## src/gcf_pkg.sv

```systemverilog
// Constants shared by the clear, flash command and temperature register group.
// Assumes a 100 MHz mclk and an 8-bit register address space.
package gcf_pkg;

	// --------------------------------------------------------------
	// Register addresses
	// --------------------------------------------------------------
	localparam logic [7:0] ADDR_TEMP_LOW = 8'h60;
	localparam logic [7:0] ADDR_TEMP_HIGH = 8'h61;
	localparam logic [7:0] ADDR_FLASH_COMMAND = 8'h62;
	localparam logic [7:0] ADDR_COUNTER_CLEAR = 8'h63;
	localparam logic [7:0] ADDR_PROGRAM_DATA = 8'h6f;
	localparam logic [7:0] ADDR_PROGRAM_ADDRESS = 8'h70;
	localparam logic [7:0] ADDR_SHADOW_FIRST = 8'h75;
	localparam logic [7:0] ADDR_SHADOW_LAST = 8'h77;
	localparam logic [7:0] ADDR_FLASH_LAST = 8'h5f;
	localparam logic [7:0] ADDR_RAM_BASE = 8'h80;
	localparam logic [7:0] ADDR_RAM_LAST = 8'h9f;

	// --------------------------------------------------------------
	// Counter clear control fields and reset values
	// --------------------------------------------------------------
	localparam int BIT_CLEAR_DISCHARGE_COUNT = 0;
	localparam int BIT_CLEAR_CHARGE_COUNT = 1;
	localparam int BIT_CLEAR_SELF_DISCHARGE = 2;
	localparam int BIT_CLEAR_DISCHARGE_TIME = 3;
	localparam int BIT_CLEAR_CHARGE_TIME = 4;
	localparam int BIT_STATUS_PIN = 5;
	localparam int BIT_RESET_FLAG = 6;
	localparam int BIT_RESERVED_TOP = 7;
	localparam int CLEAR_BITS = 5;
	localparam logic [7:0] COUNTER_CLEAR_RESET = 8'h60;
	localparam logic [7:0] PROGRAM_REG_RESET = 8'h00;
	localparam logic [6:0] TEMP_HIGH_UPPER = 7'h00;

	// --------------------------------------------------------------
	// Flash command codes
	// --------------------------------------------------------------
	localparam logic [7:0] CMD_NONE = 8'h00;
	localparam logic [7:0] CMD_PROGRAM_BYTE = 8'h0f;
	localparam logic [7:0] CMD_ERASE_PAGE0 = 8'h40;
	localparam logic [7:0] CMD_ERASE_PAGE1 = 8'h41;
	localparam logic [7:0] CMD_ERASE_PAGE2 = 8'h42;
	localparam logic [7:0] CMD_ERASE_SHADOW = 8'h43;
	localparam logic [7:0] CMD_RAM_TO_FLASH = 8'h45;
	localparam logic [7:0] CMD_FLASH_TO_RAM = 8'h48;
	localparam logic [7:0] CMD_POWER_DOWN = 8'hf6;
	localparam logic [7:0] CMD_CAL_POWER_DOWN = 8'hf7;

	// --------------------------------------------------------------
	// Flash layout
	// --------------------------------------------------------------
	localparam int FLASH_BYTES = 99;
	localparam int FLASH_AW = 7;
	localparam logic [6:0] PAGE0_BASE = 7'h00;
	localparam logic [6:0] PAGE1_BASE = 7'h20;
	localparam logic [6:0] PAGE2_BASE = 7'h40;
	localparam logic [6:0] SHADOW_BASE = 7'h60;
	localparam logic [5:0] PAGE_BYTES = 6'h20;
	localparam logic [5:0] SHADOW_BYTES = 6'h03;
	localparam logic [7:0] ERASED_BYTE = 8'hff;
	localparam int RAM_BYTES = 32;

	// --------------------------------------------------------------
	// Timing
	// --------------------------------------------------------------
	localparam int CLK_PERIOD_NS = 10;
	localparam int CAL_TIME_US = 20;
	localparam int CAL_CYCLES =
		(CAL_TIME_US * 1000 + CLK_PERIOD_NS - 1) / CLK_PERIOD_NS;

endpackage

```

## src/gcf_link_if.sv

```systemverilog
// Carrier between the register group, its flash store and power control.
// Assumes all three parties run on the same mclk.
`timescale 1ns/1ps
interface gcf_link_if;
	logic flashWrEn;
	logic [6:0] flashWrAddr;
	logic [7:0] flashWrData;
	logic [6:0] hostRdAddr;
	logic [7:0] hostRdData;
	logic [6:0] seqRdAddr;
	logic [7:0] seqRdData;
	logic sleepReq;
	logic calReq;
	logic powerDone;
	logic sleeping;
	logic calibrating;

	modport ctrl(
		output flashWrEn, flashWrAddr, flashWrData, hostRdAddr, seqRdAddr,
		output sleepReq, calReq,
		input hostRdData, seqRdData, powerDone, sleeping, calibrating
	);
	modport store(
		input flashWrEn, flashWrAddr, flashWrData, hostRdAddr, seqRdAddr,
		output hostRdData, seqRdData
	);
	modport power(
		input sleepReq, calReq,
		output powerDone, sleeping, calibrating
	);
endinterface

```

## src/gcf_flash_store.sv

```systemverilog
// Nonvolatile byte store: three pages plus the offset shadow bytes.
// Assumes one write per cycle; contents are not touched by reset.
`timescale 1ns/1ps
module gcf_flash_store (
	input wire logic mclk,
	gcf_link_if.store link
);
	logic [7:0] mem [gcf_pkg::FLASH_BYTES];

	// --------------------------------------------------------------
	// Write port and two read ports
	// --------------------------------------------------------------
	always_ff @(posedge mclk) begin
		if (link.flashWrEn) begin
			mem[link.flashWrAddr] <= link.flashWrData;
		end
	end

	assign link.hostRdData = mem[link.hostRdAddr];
	assign link.seqRdData = mem[link.seqRdAddr];
endmodule

```

## src/gcf_power_ctrl.sv

```systemverilog
// Sleep and calibrate-then-sleep sequencing for the power commands.
// Assumes sleepAllowed and lineEdge are already on the mclk domain.
`timescale 1ns/1ps
module gcf_power_ctrl #(
	parameter int CAL_CYCLES = gcf_pkg::CAL_CYCLES
) (
	input wire logic mclk,
	input wire logic resetn,
	input wire logic sleepAllowed,
	input wire logic lineEdge,
	gcf_link_if.power link
);
	localparam int CW = $clog2(CAL_CYCLES + 1);

	typedef enum logic [5:0] {
		PW_IDLE = 6'b000001,
		PW_WAIT_CAL = 6'b000010,
		PW_CAL = 6'b000100,
		PW_WAIT_SLEEP = 6'b001000,
		PW_SLEEP = 6'b010000,
		PW_DONE = 6'b100000
	} gcf_pw_state_t;

	typedef struct packed {
		gcf_pw_state_t state;
		logic [CW-1:0] count;
		logic aborted;
	} gcf_pw_regs_t;

	gcf_pw_regs_t st_reg;
	gcf_pw_regs_t st_next;

	// --------------------------------------------------------------
	// Sequencer
	// --------------------------------------------------------------
	always_comb begin
		st_next = st_reg;
		case (st_reg.state)
			PW_IDLE: begin
				if (link.calReq) begin
					st_next.state = PW_WAIT_CAL;
				end else if (link.sleepReq) begin
					st_next.state = PW_WAIT_SLEEP;
				end
			end
			PW_WAIT_CAL: begin
				if (lineEdge) begin
					st_next.state = PW_DONE;
				end else if (sleepAllowed) begin
					st_next.state = PW_CAL;
					st_next.count = '0;
					st_next.aborted = 1'b0;
				end
			end
			PW_CAL: begin
				st_next.count = st_reg.count + CW'(1);
				if (lineEdge) begin
					st_next.aborted = 1'b1;
				end
				if (st_reg.count == CW'(CAL_CYCLES - 1)) begin
					if (st_reg.aborted || lineEdge) begin
						st_next.state = PW_DONE;
					end else begin
						st_next.state = PW_WAIT_SLEEP;
					end
				end
			end
			PW_WAIT_SLEEP: begin
				if (lineEdge) begin
					st_next.state = PW_DONE;
				end else if (sleepAllowed) begin
					st_next.state = PW_SLEEP;
				end
			end
			PW_SLEEP: begin
				if (lineEdge) begin
					st_next.state = PW_DONE;
				end
			end
			PW_DONE: begin
				st_next.state = PW_IDLE;
			end
			default: begin
				st_next.state = PW_IDLE;
			end
		endcase
	end

	always_ff @(posedge mclk or negedge resetn) begin
		if (!resetn) begin
			st_reg <= '{state: PW_IDLE, count: '0, aborted: 1'b0};
		end else begin
			st_reg <= st_next;
		end
	end

	assign link.powerDone = (st_reg.state == PW_DONE);
	assign link.sleeping = (st_reg.state == PW_SLEEP);
	assign link.calibrating = (st_reg.state == PW_CAL);
endmodule

```

## src/gcf_control_regs.sv

```systemverilog
// Counter clear, flash command and temperature registers of the gauge.
// Assumes a byte-wide register port from the serial link logic on mclk,
// and raw sensor, supply and serial line levels arriving from pins.
`timescale 1ns/1ps

module gcf_control_regs #(
	parameter int CAL_CYCLES = gcf_pkg::CAL_CYCLES
) (
	input wire logic mclk,
	input wire logic resetn,
	input wire logic [7:0] regAddr,
	input wire logic regWrEn,
	input wire logic [7:0] regWrData,
	input wire logic regRdEn,
	output logic [7:0] regRdData,
	output logic regRdValid,
	input wire logic [8:0] tempSense,
	input wire logic senseBelowWake,
	input wire logic [2:0] wakeEnableBits,
	input wire logic porDetect,
	input wire logic hostLine,
	output logic statusPinOut,
	output logic statusPinOe,
	output logic clearChargeTime,
	output logic clearDischargeTime,
	output logic clearSelfDischarge,
	output logic clearChargeCount,
	output logic clearDischargeCount,
	output logic cmdBusy,
	output logic sleeping,
	output logic calibrating
);
	typedef enum logic [4:0] {
		ST_IDLE = 5'b00001,
		ST_PROGRAM = 5'b00010,
		ST_SWEEP = 5'b00100,
		ST_POWER = 5'b01000,
		ST_FINISH = 5'b10000
	} gcf_state_t;

	typedef enum logic [1:0] {
		SW_ERASE = 2'b00,
		SW_RAM_TO_FLASH = 2'b01,
		SW_FLASH_TO_RAM = 2'b10
	} gcf_sweep_t;

	typedef struct packed {
		gcf_state_t state;
		gcf_sweep_t sweepMode;
		logic [6:0] sweepBase;
		logic [5:0] sweepLen;
		logic [5:0] sweepIdx;
		logic [7:0] counterClear;
		logic [4:0] clearPulse;
		logic [7:0] flashCommand;
		logic [7:0] programAddr;
		logic [7:0] programData;
		logic [8:0] tempMeta;
		logic [8:0] tempSync;
		logic porMeta;
		logic porSync;
		logic senseMeta;
		logic senseSync;
		logic lineMeta;
		logic lineSync;
		logic linePrev;
		logic sleepReq;
		logic calReq;
		logic [7:0] rdData;
		logic rdValid;
	} gcf_regs_t;

	gcf_regs_t st_reg;
	gcf_regs_t st_next;

	gcf_link_if link();

	logic [7:0] ram [gcf_pkg::RAM_BYTES];
	logic ramWe;
	logic [4:0] ramWrAddr;
	logic [7:0] ramWrData;
	logic [7:0] ramHostRd;
	logic [7:0] ramSeqRd;
	logic sleepAllowed;
	logic lineEdge;
	logic [7:0] rdMux;
	logic hostWr;

	// --------------------------------------------------------------
	// Submodules
	// --------------------------------------------------------------
	gcf_flash_store u_flash (
		.mclk(mclk),
		.link(link.store)
	);

	gcf_power_ctrl #(
		.CAL_CYCLES(CAL_CYCLES)
	) u_power (
		.mclk(mclk),
		.resetn(resetn),
		.sleepAllowed(sleepAllowed),
		.lineEdge(lineEdge),
		.link(link.power)
	);

	// --------------------------------------------------------------
	// General RAM
	// --------------------------------------------------------------
	always_ff @(posedge mclk) begin
		if (ramWe) begin
			ram[ramWrAddr] <= ramWrData;
		end
	end

	assign ramHostRd = ram[regAddr[4:0]];
	assign ramSeqRd = ram[st_reg.sweepIdx[4:0]];

	assign sleepAllowed = (wakeEnableBits == 3'h0) || st_reg.senseSync;
	assign lineEdge = st_reg.lineSync ^ st_reg.linePrev;
	assign hostWr = regWrEn;

	// --------------------------------------------------------------
	// Host read address into flash
	// --------------------------------------------------------------
	always_comb begin
		if (regAddr >= gcf_pkg::ADDR_SHADOW_FIRST &&
				regAddr <= gcf_pkg::ADDR_SHADOW_LAST) begin
			link.hostRdAddr = gcf_pkg::SHADOW_BASE +
				7'(regAddr - gcf_pkg::ADDR_SHADOW_FIRST);
		end else begin
			link.hostRdAddr = regAddr[6:0];
		end
	end

	// --------------------------------------------------------------
	// Read data mux
	// --------------------------------------------------------------
	always_comb begin
		rdMux = 8'h00;
		if (regAddr <= gcf_pkg::ADDR_FLASH_LAST) begin
			rdMux = link.hostRdData;
		end else if (regAddr >= gcf_pkg::ADDR_SHADOW_FIRST &&
				regAddr <= gcf_pkg::ADDR_SHADOW_LAST) begin
			rdMux = link.hostRdData;
		end else if (regAddr >= gcf_pkg::ADDR_RAM_BASE &&
				regAddr <= gcf_pkg::ADDR_RAM_LAST) begin
			rdMux = ramHostRd;
		end else begin
			case (regAddr)
				gcf_pkg::ADDR_TEMP_LOW: rdMux = st_reg.tempSync[7:0];
				gcf_pkg::ADDR_TEMP_HIGH: begin
					rdMux = {gcf_pkg::TEMP_HIGH_UPPER, st_reg.tempSync[8]};
				end
				gcf_pkg::ADDR_FLASH_COMMAND: rdMux = st_reg.flashCommand;
				gcf_pkg::ADDR_COUNTER_CLEAR: rdMux = st_reg.counterClear;
				gcf_pkg::ADDR_PROGRAM_DATA: rdMux = st_reg.programData;
				gcf_pkg::ADDR_PROGRAM_ADDRESS: rdMux = st_reg.programAddr;
				default: rdMux = 8'h00;
			endcase
		end
	end

	// --------------------------------------------------------------
	// Next state
	// --------------------------------------------------------------
	always_comb begin
		st_next = st_reg;
		link.flashWrEn = 1'b0;
		link.flashWrAddr = 7'h00;
		link.flashWrData = gcf_pkg::ERASED_BYTE;
		link.seqRdAddr = st_reg.programAddr[6:0];
		ramWe = 1'b0;
		ramWrAddr = regAddr[4:0];
		ramWrData = regWrData;

		// Pin synchronisers
		st_next.tempMeta = tempSense;
		st_next.tempSync = st_reg.tempMeta;
		st_next.porMeta = porDetect;
		st_next.porSync = st_reg.porMeta;
		st_next.senseMeta = senseBelowWake;
		st_next.senseSync = st_reg.senseMeta;
		st_next.lineMeta = hostLine;
		st_next.lineSync = st_reg.lineMeta;
		st_next.linePrev = st_reg.lineSync;

		// Read response
		st_next.rdValid = regRdEn;
		if (regRdEn) begin
			st_next.rdData = rdMux;
		end

		// Clear bits become one-cycle pulses, then self-clear
		st_next.clearPulse = st_reg.counterClear[gcf_pkg::CLEAR_BITS-1:0];
		st_next.counterClear[gcf_pkg::CLEAR_BITS-1:0] = '0;

		st_next.sleepReq = 1'b0;
		st_next.calReq = 1'b0;

		// Host writes
		if (hostWr) begin
			case (regAddr)
				gcf_pkg::ADDR_COUNTER_CLEAR: begin
					st_next.counterClear[gcf_pkg::CLEAR_BITS-1:0] =
						regWrData[gcf_pkg::CLEAR_BITS-1:0];
					st_next.counterClear[gcf_pkg::BIT_STATUS_PIN] =
						regWrData[gcf_pkg::BIT_STATUS_PIN];
					st_next.counterClear[gcf_pkg::BIT_RESET_FLAG] =
						regWrData[gcf_pkg::BIT_RESET_FLAG];
					st_next.counterClear[gcf_pkg::BIT_RESERVED_TOP] =
						regWrData[gcf_pkg::BIT_RESERVED_TOP];
				end
				gcf_pkg::ADDR_FLASH_COMMAND: begin
					if (st_reg.state == ST_IDLE &&
							st_reg.flashCommand == gcf_pkg::CMD_NONE) begin
						st_next.flashCommand = regWrData;
					end
				end
				gcf_pkg::ADDR_PROGRAM_DATA: st_next.programData = regWrData;
				gcf_pkg::ADDR_PROGRAM_ADDRESS: st_next.programAddr = regWrData;
				default: begin
					if (regAddr >= gcf_pkg::ADDR_RAM_BASE &&
							regAddr <= gcf_pkg::ADDR_RAM_LAST) begin
						ramWe = 1'b1;
					end
				end
			endcase
		end

		// Supply loss wins over a host clear
		if (st_reg.porSync) begin
			st_next.counterClear[gcf_pkg::BIT_RESET_FLAG] = 1'b1;
		end

		// Command sequencer
		case (st_reg.state)
			ST_IDLE: begin
				st_next.sweepIdx = 6'h00;
				st_next.sweepLen = gcf_pkg::PAGE_BYTES;
				st_next.sweepMode = SW_ERASE;
				case (st_reg.flashCommand)
					gcf_pkg::CMD_NONE: st_next.state = ST_IDLE;
					gcf_pkg::CMD_PROGRAM_BYTE: st_next.state = ST_PROGRAM;
					gcf_pkg::CMD_ERASE_PAGE0: begin
						st_next.sweepBase = gcf_pkg::PAGE0_BASE;
						st_next.state = ST_SWEEP;
					end
					gcf_pkg::CMD_ERASE_PAGE1: begin
						st_next.sweepBase = gcf_pkg::PAGE1_BASE;
						st_next.state = ST_SWEEP;
					end
					gcf_pkg::CMD_ERASE_PAGE2: begin
						st_next.sweepBase = gcf_pkg::PAGE2_BASE;
						st_next.state = ST_SWEEP;
					end
					gcf_pkg::CMD_ERASE_SHADOW: begin
						st_next.sweepBase = gcf_pkg::SHADOW_BASE;
						st_next.sweepLen = gcf_pkg::SHADOW_BYTES;
						st_next.state = ST_SWEEP;
					end
					gcf_pkg::CMD_RAM_TO_FLASH: begin
						st_next.sweepBase = gcf_pkg::PAGE0_BASE;
						st_next.sweepMode = SW_RAM_TO_FLASH;
						st_next.state = ST_SWEEP;
					end
					gcf_pkg::CMD_FLASH_TO_RAM: begin
						st_next.sweepBase = gcf_pkg::PAGE0_BASE;
						st_next.sweepMode = SW_FLASH_TO_RAM;
						st_next.state = ST_SWEEP;
					end
					gcf_pkg::CMD_POWER_DOWN: begin
						st_next.sleepReq = 1'b1;
						st_next.state = ST_POWER;
					end
					gcf_pkg::CMD_CAL_POWER_DOWN: begin
						st_next.calReq = 1'b1;
						st_next.state = ST_POWER;
					end
					default: st_next.state = ST_FINISH;
				endcase
			end
			ST_PROGRAM: begin
				link.seqRdAddr = st_reg.programAddr[6:0];
				if (st_reg.programAddr <= gcf_pkg::ADDR_FLASH_LAST) begin
					link.flashWrEn = 1'b1;
					link.flashWrAddr = st_reg.programAddr[6:0];
					link.flashWrData = link.seqRdData & st_reg.programData;
				end
				st_next.state = ST_FINISH;
			end
			ST_SWEEP: begin
				link.seqRdAddr = st_reg.sweepBase + 7'(st_reg.sweepIdx);
				case (st_reg.sweepMode)
					SW_ERASE: begin
						link.flashWrEn = 1'b1;
						link.flashWrAddr = st_reg.sweepBase + 7'(st_reg.sweepIdx);
						link.flashWrData = gcf_pkg::ERASED_BYTE;
					end
					SW_RAM_TO_FLASH: begin
						link.flashWrEn = 1'b1;
						link.flashWrAddr = st_reg.sweepBase + 7'(st_reg.sweepIdx);
						link.flashWrData = ramSeqRd;
					end
					SW_FLASH_TO_RAM: begin
						ramWe = 1'b1;
						ramWrAddr = st_reg.sweepIdx[4:0];
						ramWrData = link.seqRdData;
					end
					default: begin
						link.flashWrEn = 1'b0;
					end
				endcase
				st_next.sweepIdx = st_reg.sweepIdx + 6'h01;
				if (st_reg.sweepIdx == st_reg.sweepLen - 6'h01) begin
					st_next.state = ST_FINISH;
				end
			end
			ST_POWER: begin
				if (link.powerDone) begin
					st_next.state = ST_FINISH;
				end
			end
			ST_FINISH: begin
				st_next.flashCommand = gcf_pkg::CMD_NONE;
				st_next.state = ST_IDLE;
			end
			default: begin
				st_next.state = ST_IDLE;
			end
		endcase
	end

	// --------------------------------------------------------------
	// State register
	// --------------------------------------------------------------
	always_ff @(posedge mclk or negedge resetn) begin
		if (!resetn) begin
			st_reg <= '{
				state: ST_IDLE,
				sweepMode: SW_ERASE,
				sweepBase: 7'h00,
				sweepLen: 6'h00,
				sweepIdx: 6'h00,
				counterClear: gcf_pkg::COUNTER_CLEAR_RESET,
				clearPulse: 5'h00,
				flashCommand: gcf_pkg::CMD_NONE,
				programAddr: gcf_pkg::PROGRAM_REG_RESET,
				programData: gcf_pkg::PROGRAM_REG_RESET,
				tempMeta: 9'h000,
				tempSync: 9'h000,
				porMeta: 1'b0,
				porSync: 1'b0,
				senseMeta: 1'b0,
				senseSync: 1'b0,
				lineMeta: 1'b1,
				lineSync: 1'b1,
				linePrev: 1'b1,
				sleepReq: 1'b0,
				calReq: 1'b0,
				rdData: 8'h00,
				rdValid: 1'b0
			};
		end else begin
			st_reg <= st_next;
		end
	end

	// --------------------------------------------------------------
	// Outputs
	// --------------------------------------------------------------
	assign link.sleepReq = st_reg.sleepReq;
	assign link.calReq = st_reg.calReq;
	assign regRdData = st_reg.rdData;
	assign regRdValid = st_reg.rdValid;
	assign statusPinOut = 1'b0;
	assign statusPinOe = ~st_reg.counterClear[gcf_pkg::BIT_STATUS_PIN];
	assign clearDischargeCount =
		st_reg.clearPulse[gcf_pkg::BIT_CLEAR_DISCHARGE_COUNT];
	assign clearChargeCount =
		st_reg.clearPulse[gcf_pkg::BIT_CLEAR_CHARGE_COUNT];
	assign clearSelfDischarge =
		st_reg.clearPulse[gcf_pkg::BIT_CLEAR_SELF_DISCHARGE];
	assign clearDischargeTime =
		st_reg.clearPulse[gcf_pkg::BIT_CLEAR_DISCHARGE_TIME];
	assign clearChargeTime =
		st_reg.clearPulse[gcf_pkg::BIT_CLEAR_CHARGE_TIME];
	assign cmdBusy = (st_reg.flashCommand != gcf_pkg::CMD_NONE);
	assign sleeping = link.sleeping;
	assign calibrating = link.calibrating;
endmodule

```

## config.mk

```make
export PLATFORM = sky130hd
export DESIGN_NAME = gcf_control_regs
export DESIGN_NICKNAME = d
export VERILOG_FILES = /design/src/gcf_pkg.sv /design/src/gcf_link_if.sv /design/src/gcf_flash_store.sv /design/src/gcf_power_ctrl.sv /design/src/gcf_control_regs.sv
export SDC_FILE = /design/constraint.sdc
export NUM_CORES = 2
export LEC_CHECK = 0
export BUFFER_PORTS_ARGS = -buffer_cell sky130_fd_sc_hd__buf_2
export CAP_MARGIN = 20
export CELL_PAD_IN_SITES_DETAIL_PLACEMENT = 1
export CELL_PAD_IN_SITES_GLOBAL_PLACEMENT = 1
export CORE_MARGIN = 1
export CORE_UTILIZATION = 40
export CTS_BUF_LIST = sky130_fd_sc_hd__clkbuf_8
export CTS_CLUSTER_DIAMETER = 30
export DETAILED_ROUTE_END_ITERATION = 8
export PLACE_DENSITY = 0.64
export SLEW_MARGIN = 20
export SYNTH_ARGS = -nofsm -noshare
export SYNTH_HDL_FRONTEND = slang
export SYNTH_SLANG_ARGS = --single-unit
```

## constraint.sdc

```tcl
create_clock -name mclk -period 14.7 [get_ports mclk]
set_input_delay 1.47 -clock mclk [delete_from_list [all_inputs] [get_ports mclk]]
set_output_delay 1.47 -clock mclk [all_outputs]
set_load 0.005 [all_outputs]
```

==> results.py <==
metrics = {
    "cells_and_area": {
        "largest_reg_flops": 792,
        "instances_no_fill": 6838,
        "drive_gt1_share_pct": 18.5,
        "nets": 4796,
        "final_cell_area_um2": 64800,
        "area_growth_syn_to_layout_pct": 14.7,
    },
    "routing": {
        "wire_per_inst_um": 35.4,
        "drt_iter0_drc": 7107,
        "drc_errors": 0,
        "drt-total-wl_mm": 242,
        "antenna_left": 0,
        "vias": 45700,
        "firstDrtPassIters": 6,
        "avgViaCountPerCell": 6.69,
    },
    "logic_synthesis": {
        "yosysSeqAreaShare_pct": 60.5,
        "synth_edf_count": 1048,
        "synthXorXnorAreaFrac_pct": 0.232,
        "muxShareOfSynthArea_pct": 10.3,
        "synth_compound_area_share_pct": 11.9,
        "yosysWarnings": 0,
        "synth_nets": 4690,
        "synthCells": 4648,
        "yosys.area_share.adder_pct": 0.155,
        "synthArstFlopShare_pct": 9.34,
        "ys_types": 97,
        "synth_ff_type": "edfxtp_1",
        "synthSimpleGateAreaFrac_pct": 13.8,
        "synth-seq-cells": 1156,
        "synth_top_family_by_area": "simple AND/OR/NAND/NOR gates",
        "syn_avg_cell_area_um2": 12.2,
        "syn_area_um2": 56500,
    },
    "clocking": {
        "cts_sinks": 1156,
        "clockRootBuffer": "clkbuf_8",
        "clk_path_buf_depth": 4,
        "postCtsHoldBufs": 0,
        "post_cts_resized": 0,
        "numCtsBuffers": 293,
        "post_cts_buffers": 0,
        "cts_tree": "yes",
        "htree_num_levels": 5,
        "insertion_delay_ns": 1.05,
        "clk_pin_slew_ns": 0.06,
    },
    "timing": {
        "final.setup.worst_slack_ns": 6.48,
        "worstMarginPinSlew_ns": 1.26,
        "relSlewSlack_pct": 16.0,
        "fin_crit_ns": 8.22,
        "rsz0062_at_grt": "no",
        "holdWs_ns": 0.348,
        "fin_crit_sh_pct": 55.9,
        "finalHoldViolCount": 0,
        "setup_viol": 0,
        "slew_viol_final": 0,
        "clock-skew-final_ns": 0.123,
        "finalSetupTns_ns": 0,
        "fmax_mhz": 122,
    },
    "hold_path": {
        "hold_path_class": "reg2reg",
    },
    "worst_setup_path": {
        "slowest_stage": "o2bb2ai_2",
        "path_max_fanout": 67,
        "crit_arrival_ns": 8.83,
        "critPathMaxStageDelay_ns": 0.82,
        "critical_path_class": "reg2reg",
        "cp-start-kind": "flip-flop",
        "worstPathCellList": "inv_1 > nor3_4 > nor2_4 > buf_4 > buf_4 > mux2i_1 > a32o_1 > a221oi_1 > o2111ai_1 > o2bb2ai_2 > a31o_4 > buf_4",
        "crit_top_cell": "buf_4",
        "crit_path_end_kind": "flip-flop",
        "required_ns": 15.31,
    },
    "global_route": {
        "grt_overflow": 0,
        "grt_antenna_before_repair": 16,
        "grt_pass1_vias": 44600,
        "grt_max_degree": 159,
        "grtUsageTotal_pct": 33.5,
        "grt_pass1_wl_mm": 338,
    },
    "place": {
        "io_buffers": 52,
        "place_ws_ns": 6.86,
        "dp_hpwl_mm": 153,
        "place_congestion": 1.02,
        "dpl-instance-area_um2": 58800,
        "dpl.cell_count": 6333,
    },
    "die": {
        "start_util_pct": 40.4,
        "core_area_um2": 140000,
        "die_width_um": 378,
        "die_h_um": 378,
        "ios": 54,
        "row_count": 137,
        "die_area_um2": 143000,
    },
    "flow_run": {
        "cap_violations": 0,
    },
    "power": {
        "p_per_area_nw_per_um2": 129,
        "peakVddDrop_mv": 0.0924,
        "p_leak_uw": 0.0232,
    },
    "outcome": {
        "status": "finished clean",
    },
}
==> synth_stat cells (32+ instances only) <==
cell         n  area [um^2]
a211oi_1    85          638
a21oi_1    188          941
a221oi_1    87          762
a22oi_1     41          308
a311oi_1    33          289
a31oi_1    104          651
a32oi_1     64          561
and3_1     110          688
buf_1       59          221
buf_2       95          475
clkbuf_1   183          687
dfrtp_1    101         2530
edfxtp_1  1048        31500
mux2_2      32          360
mux2i_1    146         1460
mux4_2     177         3990
nand2_1    931         3490
nand3_1    297         1490
nand4_1     47          294
nor2_1     236          886
nor3_1      40          200
o21ai_0    134          671
==> per-layer routing <==
metal | wire length, um | track usage (%)
met2 | 104000 | 47.9
met5 | 35 | 0
met3 | 29800 | 10.2
met1 | 95100 | 45.5
met4 | 13700 | 17.8
==> power breakdown <==
part	internal, uW	switching (uW)
combinational	166	492
sequential	3570	34.3
clock	2440	1640
total	6180	2170
==> area by class of cell <==
type / instances / area, um^2
diodes: 10 / 25.0
repair buffers: 185 / 1330
well taps: 1876 / 2350
clock buffers: 299 / 4120
multi-input cells: 3099 / 21000
inverters: 19 / 71.3
flip-flops and latches: 1156 / 34200
fillers: 14600 / 75100
clock inverters: 194 / 1760
==> path summary, 6_finish.rpt <==
kind / startpoint / to / slack, ns / cells past startpoint
max: st_reg[96]$_DFFE_PN0P_ / u_flash.mem[82][1]$_DFFE_PP_ / 6.48 / 12
min: st_next[18]$_DFF_PN0_ / st_reg[18]$_DFF_PN0_ / 0.35 / 0
max reg2reg: st_reg[96]$_DFFE_PN0P_ / u_flash.mem[82][1]$_DFFE_PP_ / 6.48 / 12
min reg2reg: st_next[18]$_DFF_PN0_ / st_reg[18]$_DFF_PN0_ / 0.35 / 0
max in group asynchronous: resetn / st_reg[73]$_DFFE_PN0P_ / 13.00 / 2
min in group asynchronous: resetn / st_reg[80]$_DFFE_PN0P_ / 0.43 / 1
==> cell families (layout without fill, tap and decap cells) <==
group | after synthesis | in the layout
compound gates | 960 | 960
mux | 355 | 355
simple gates | 1761 | 1761
fa+ha+maj | 7 | 7
other cells | 1 | 11
xor+xnor | 15 | 15
flops | 1156 | 1156
buf+inv | 393 | 697
==> placed cells by master (no fill, tap or decap), drive strengths merged, types with 14 or more instances in the layout <==
| master | netlist | routed |
|---|---|---|
| a2111oi | 17 | 17 |
| a211oi | 85 | 85 |
| a21oi | 188 | 188 |
| a221oi | 87 | 87 |
| a22o | 18 | 18 |
| a22oi | 41 | 41 |
| a311oi | 33 | 33 |
| a31oi | 104 | 104 |
| a32o | 15 | 15 |
| a32oi | 64 | 64 |
| and3 | 110 | 110 |
| buf | 191 | 185 |
| bufinv | 0 | 31 |
| clkbuf | 183 | 299 |
| clkinv | 0 | 93 |
| clkinvlp | 0 | 28 |
| dfrtp | 101 | 101 |
| edfxtp | 1048 | 1048 |
| inv | 19 | 61 |
| mux2 | 32 | 32 |
| mux2i | 146 | 146 |
| mux4 | 177 | 177 |
| nand2 | 933 | 933 |
| nand3 | 298 | 298 |
| nand4 | 47 | 47 |
| nor2 | 237 | 237 |
| nor3 | 42 | 42 |
| o211ai | 26 | 26 |
| o21ai | 145 | 145 |
| o221ai | 14 | 14 |
| o22ai | 19 | 19 |
==> per-stage QoR <==
stage	util, %	power, uW
3_5_place_dp	42.1	4290
6_report	46.3	8340
3_3_place_gp	42.0	4280
4_1_cts	46.3	8340
2_1_floorplan	-	3990
5_1_grt	46.3	8540
==> critical path, delay by kind of cell, from the launching register on <==
kind | cells | cell delay (ns)
and+or+nand+nor | 2 | 0.94
AOI/OAI and AO/OA | 5 | 2.85
muxes | 1 | 0.18
DFF | 1 | 0.69
buffers and inverters | 4 | 2.93
Power figures use the tool's default switching activity.
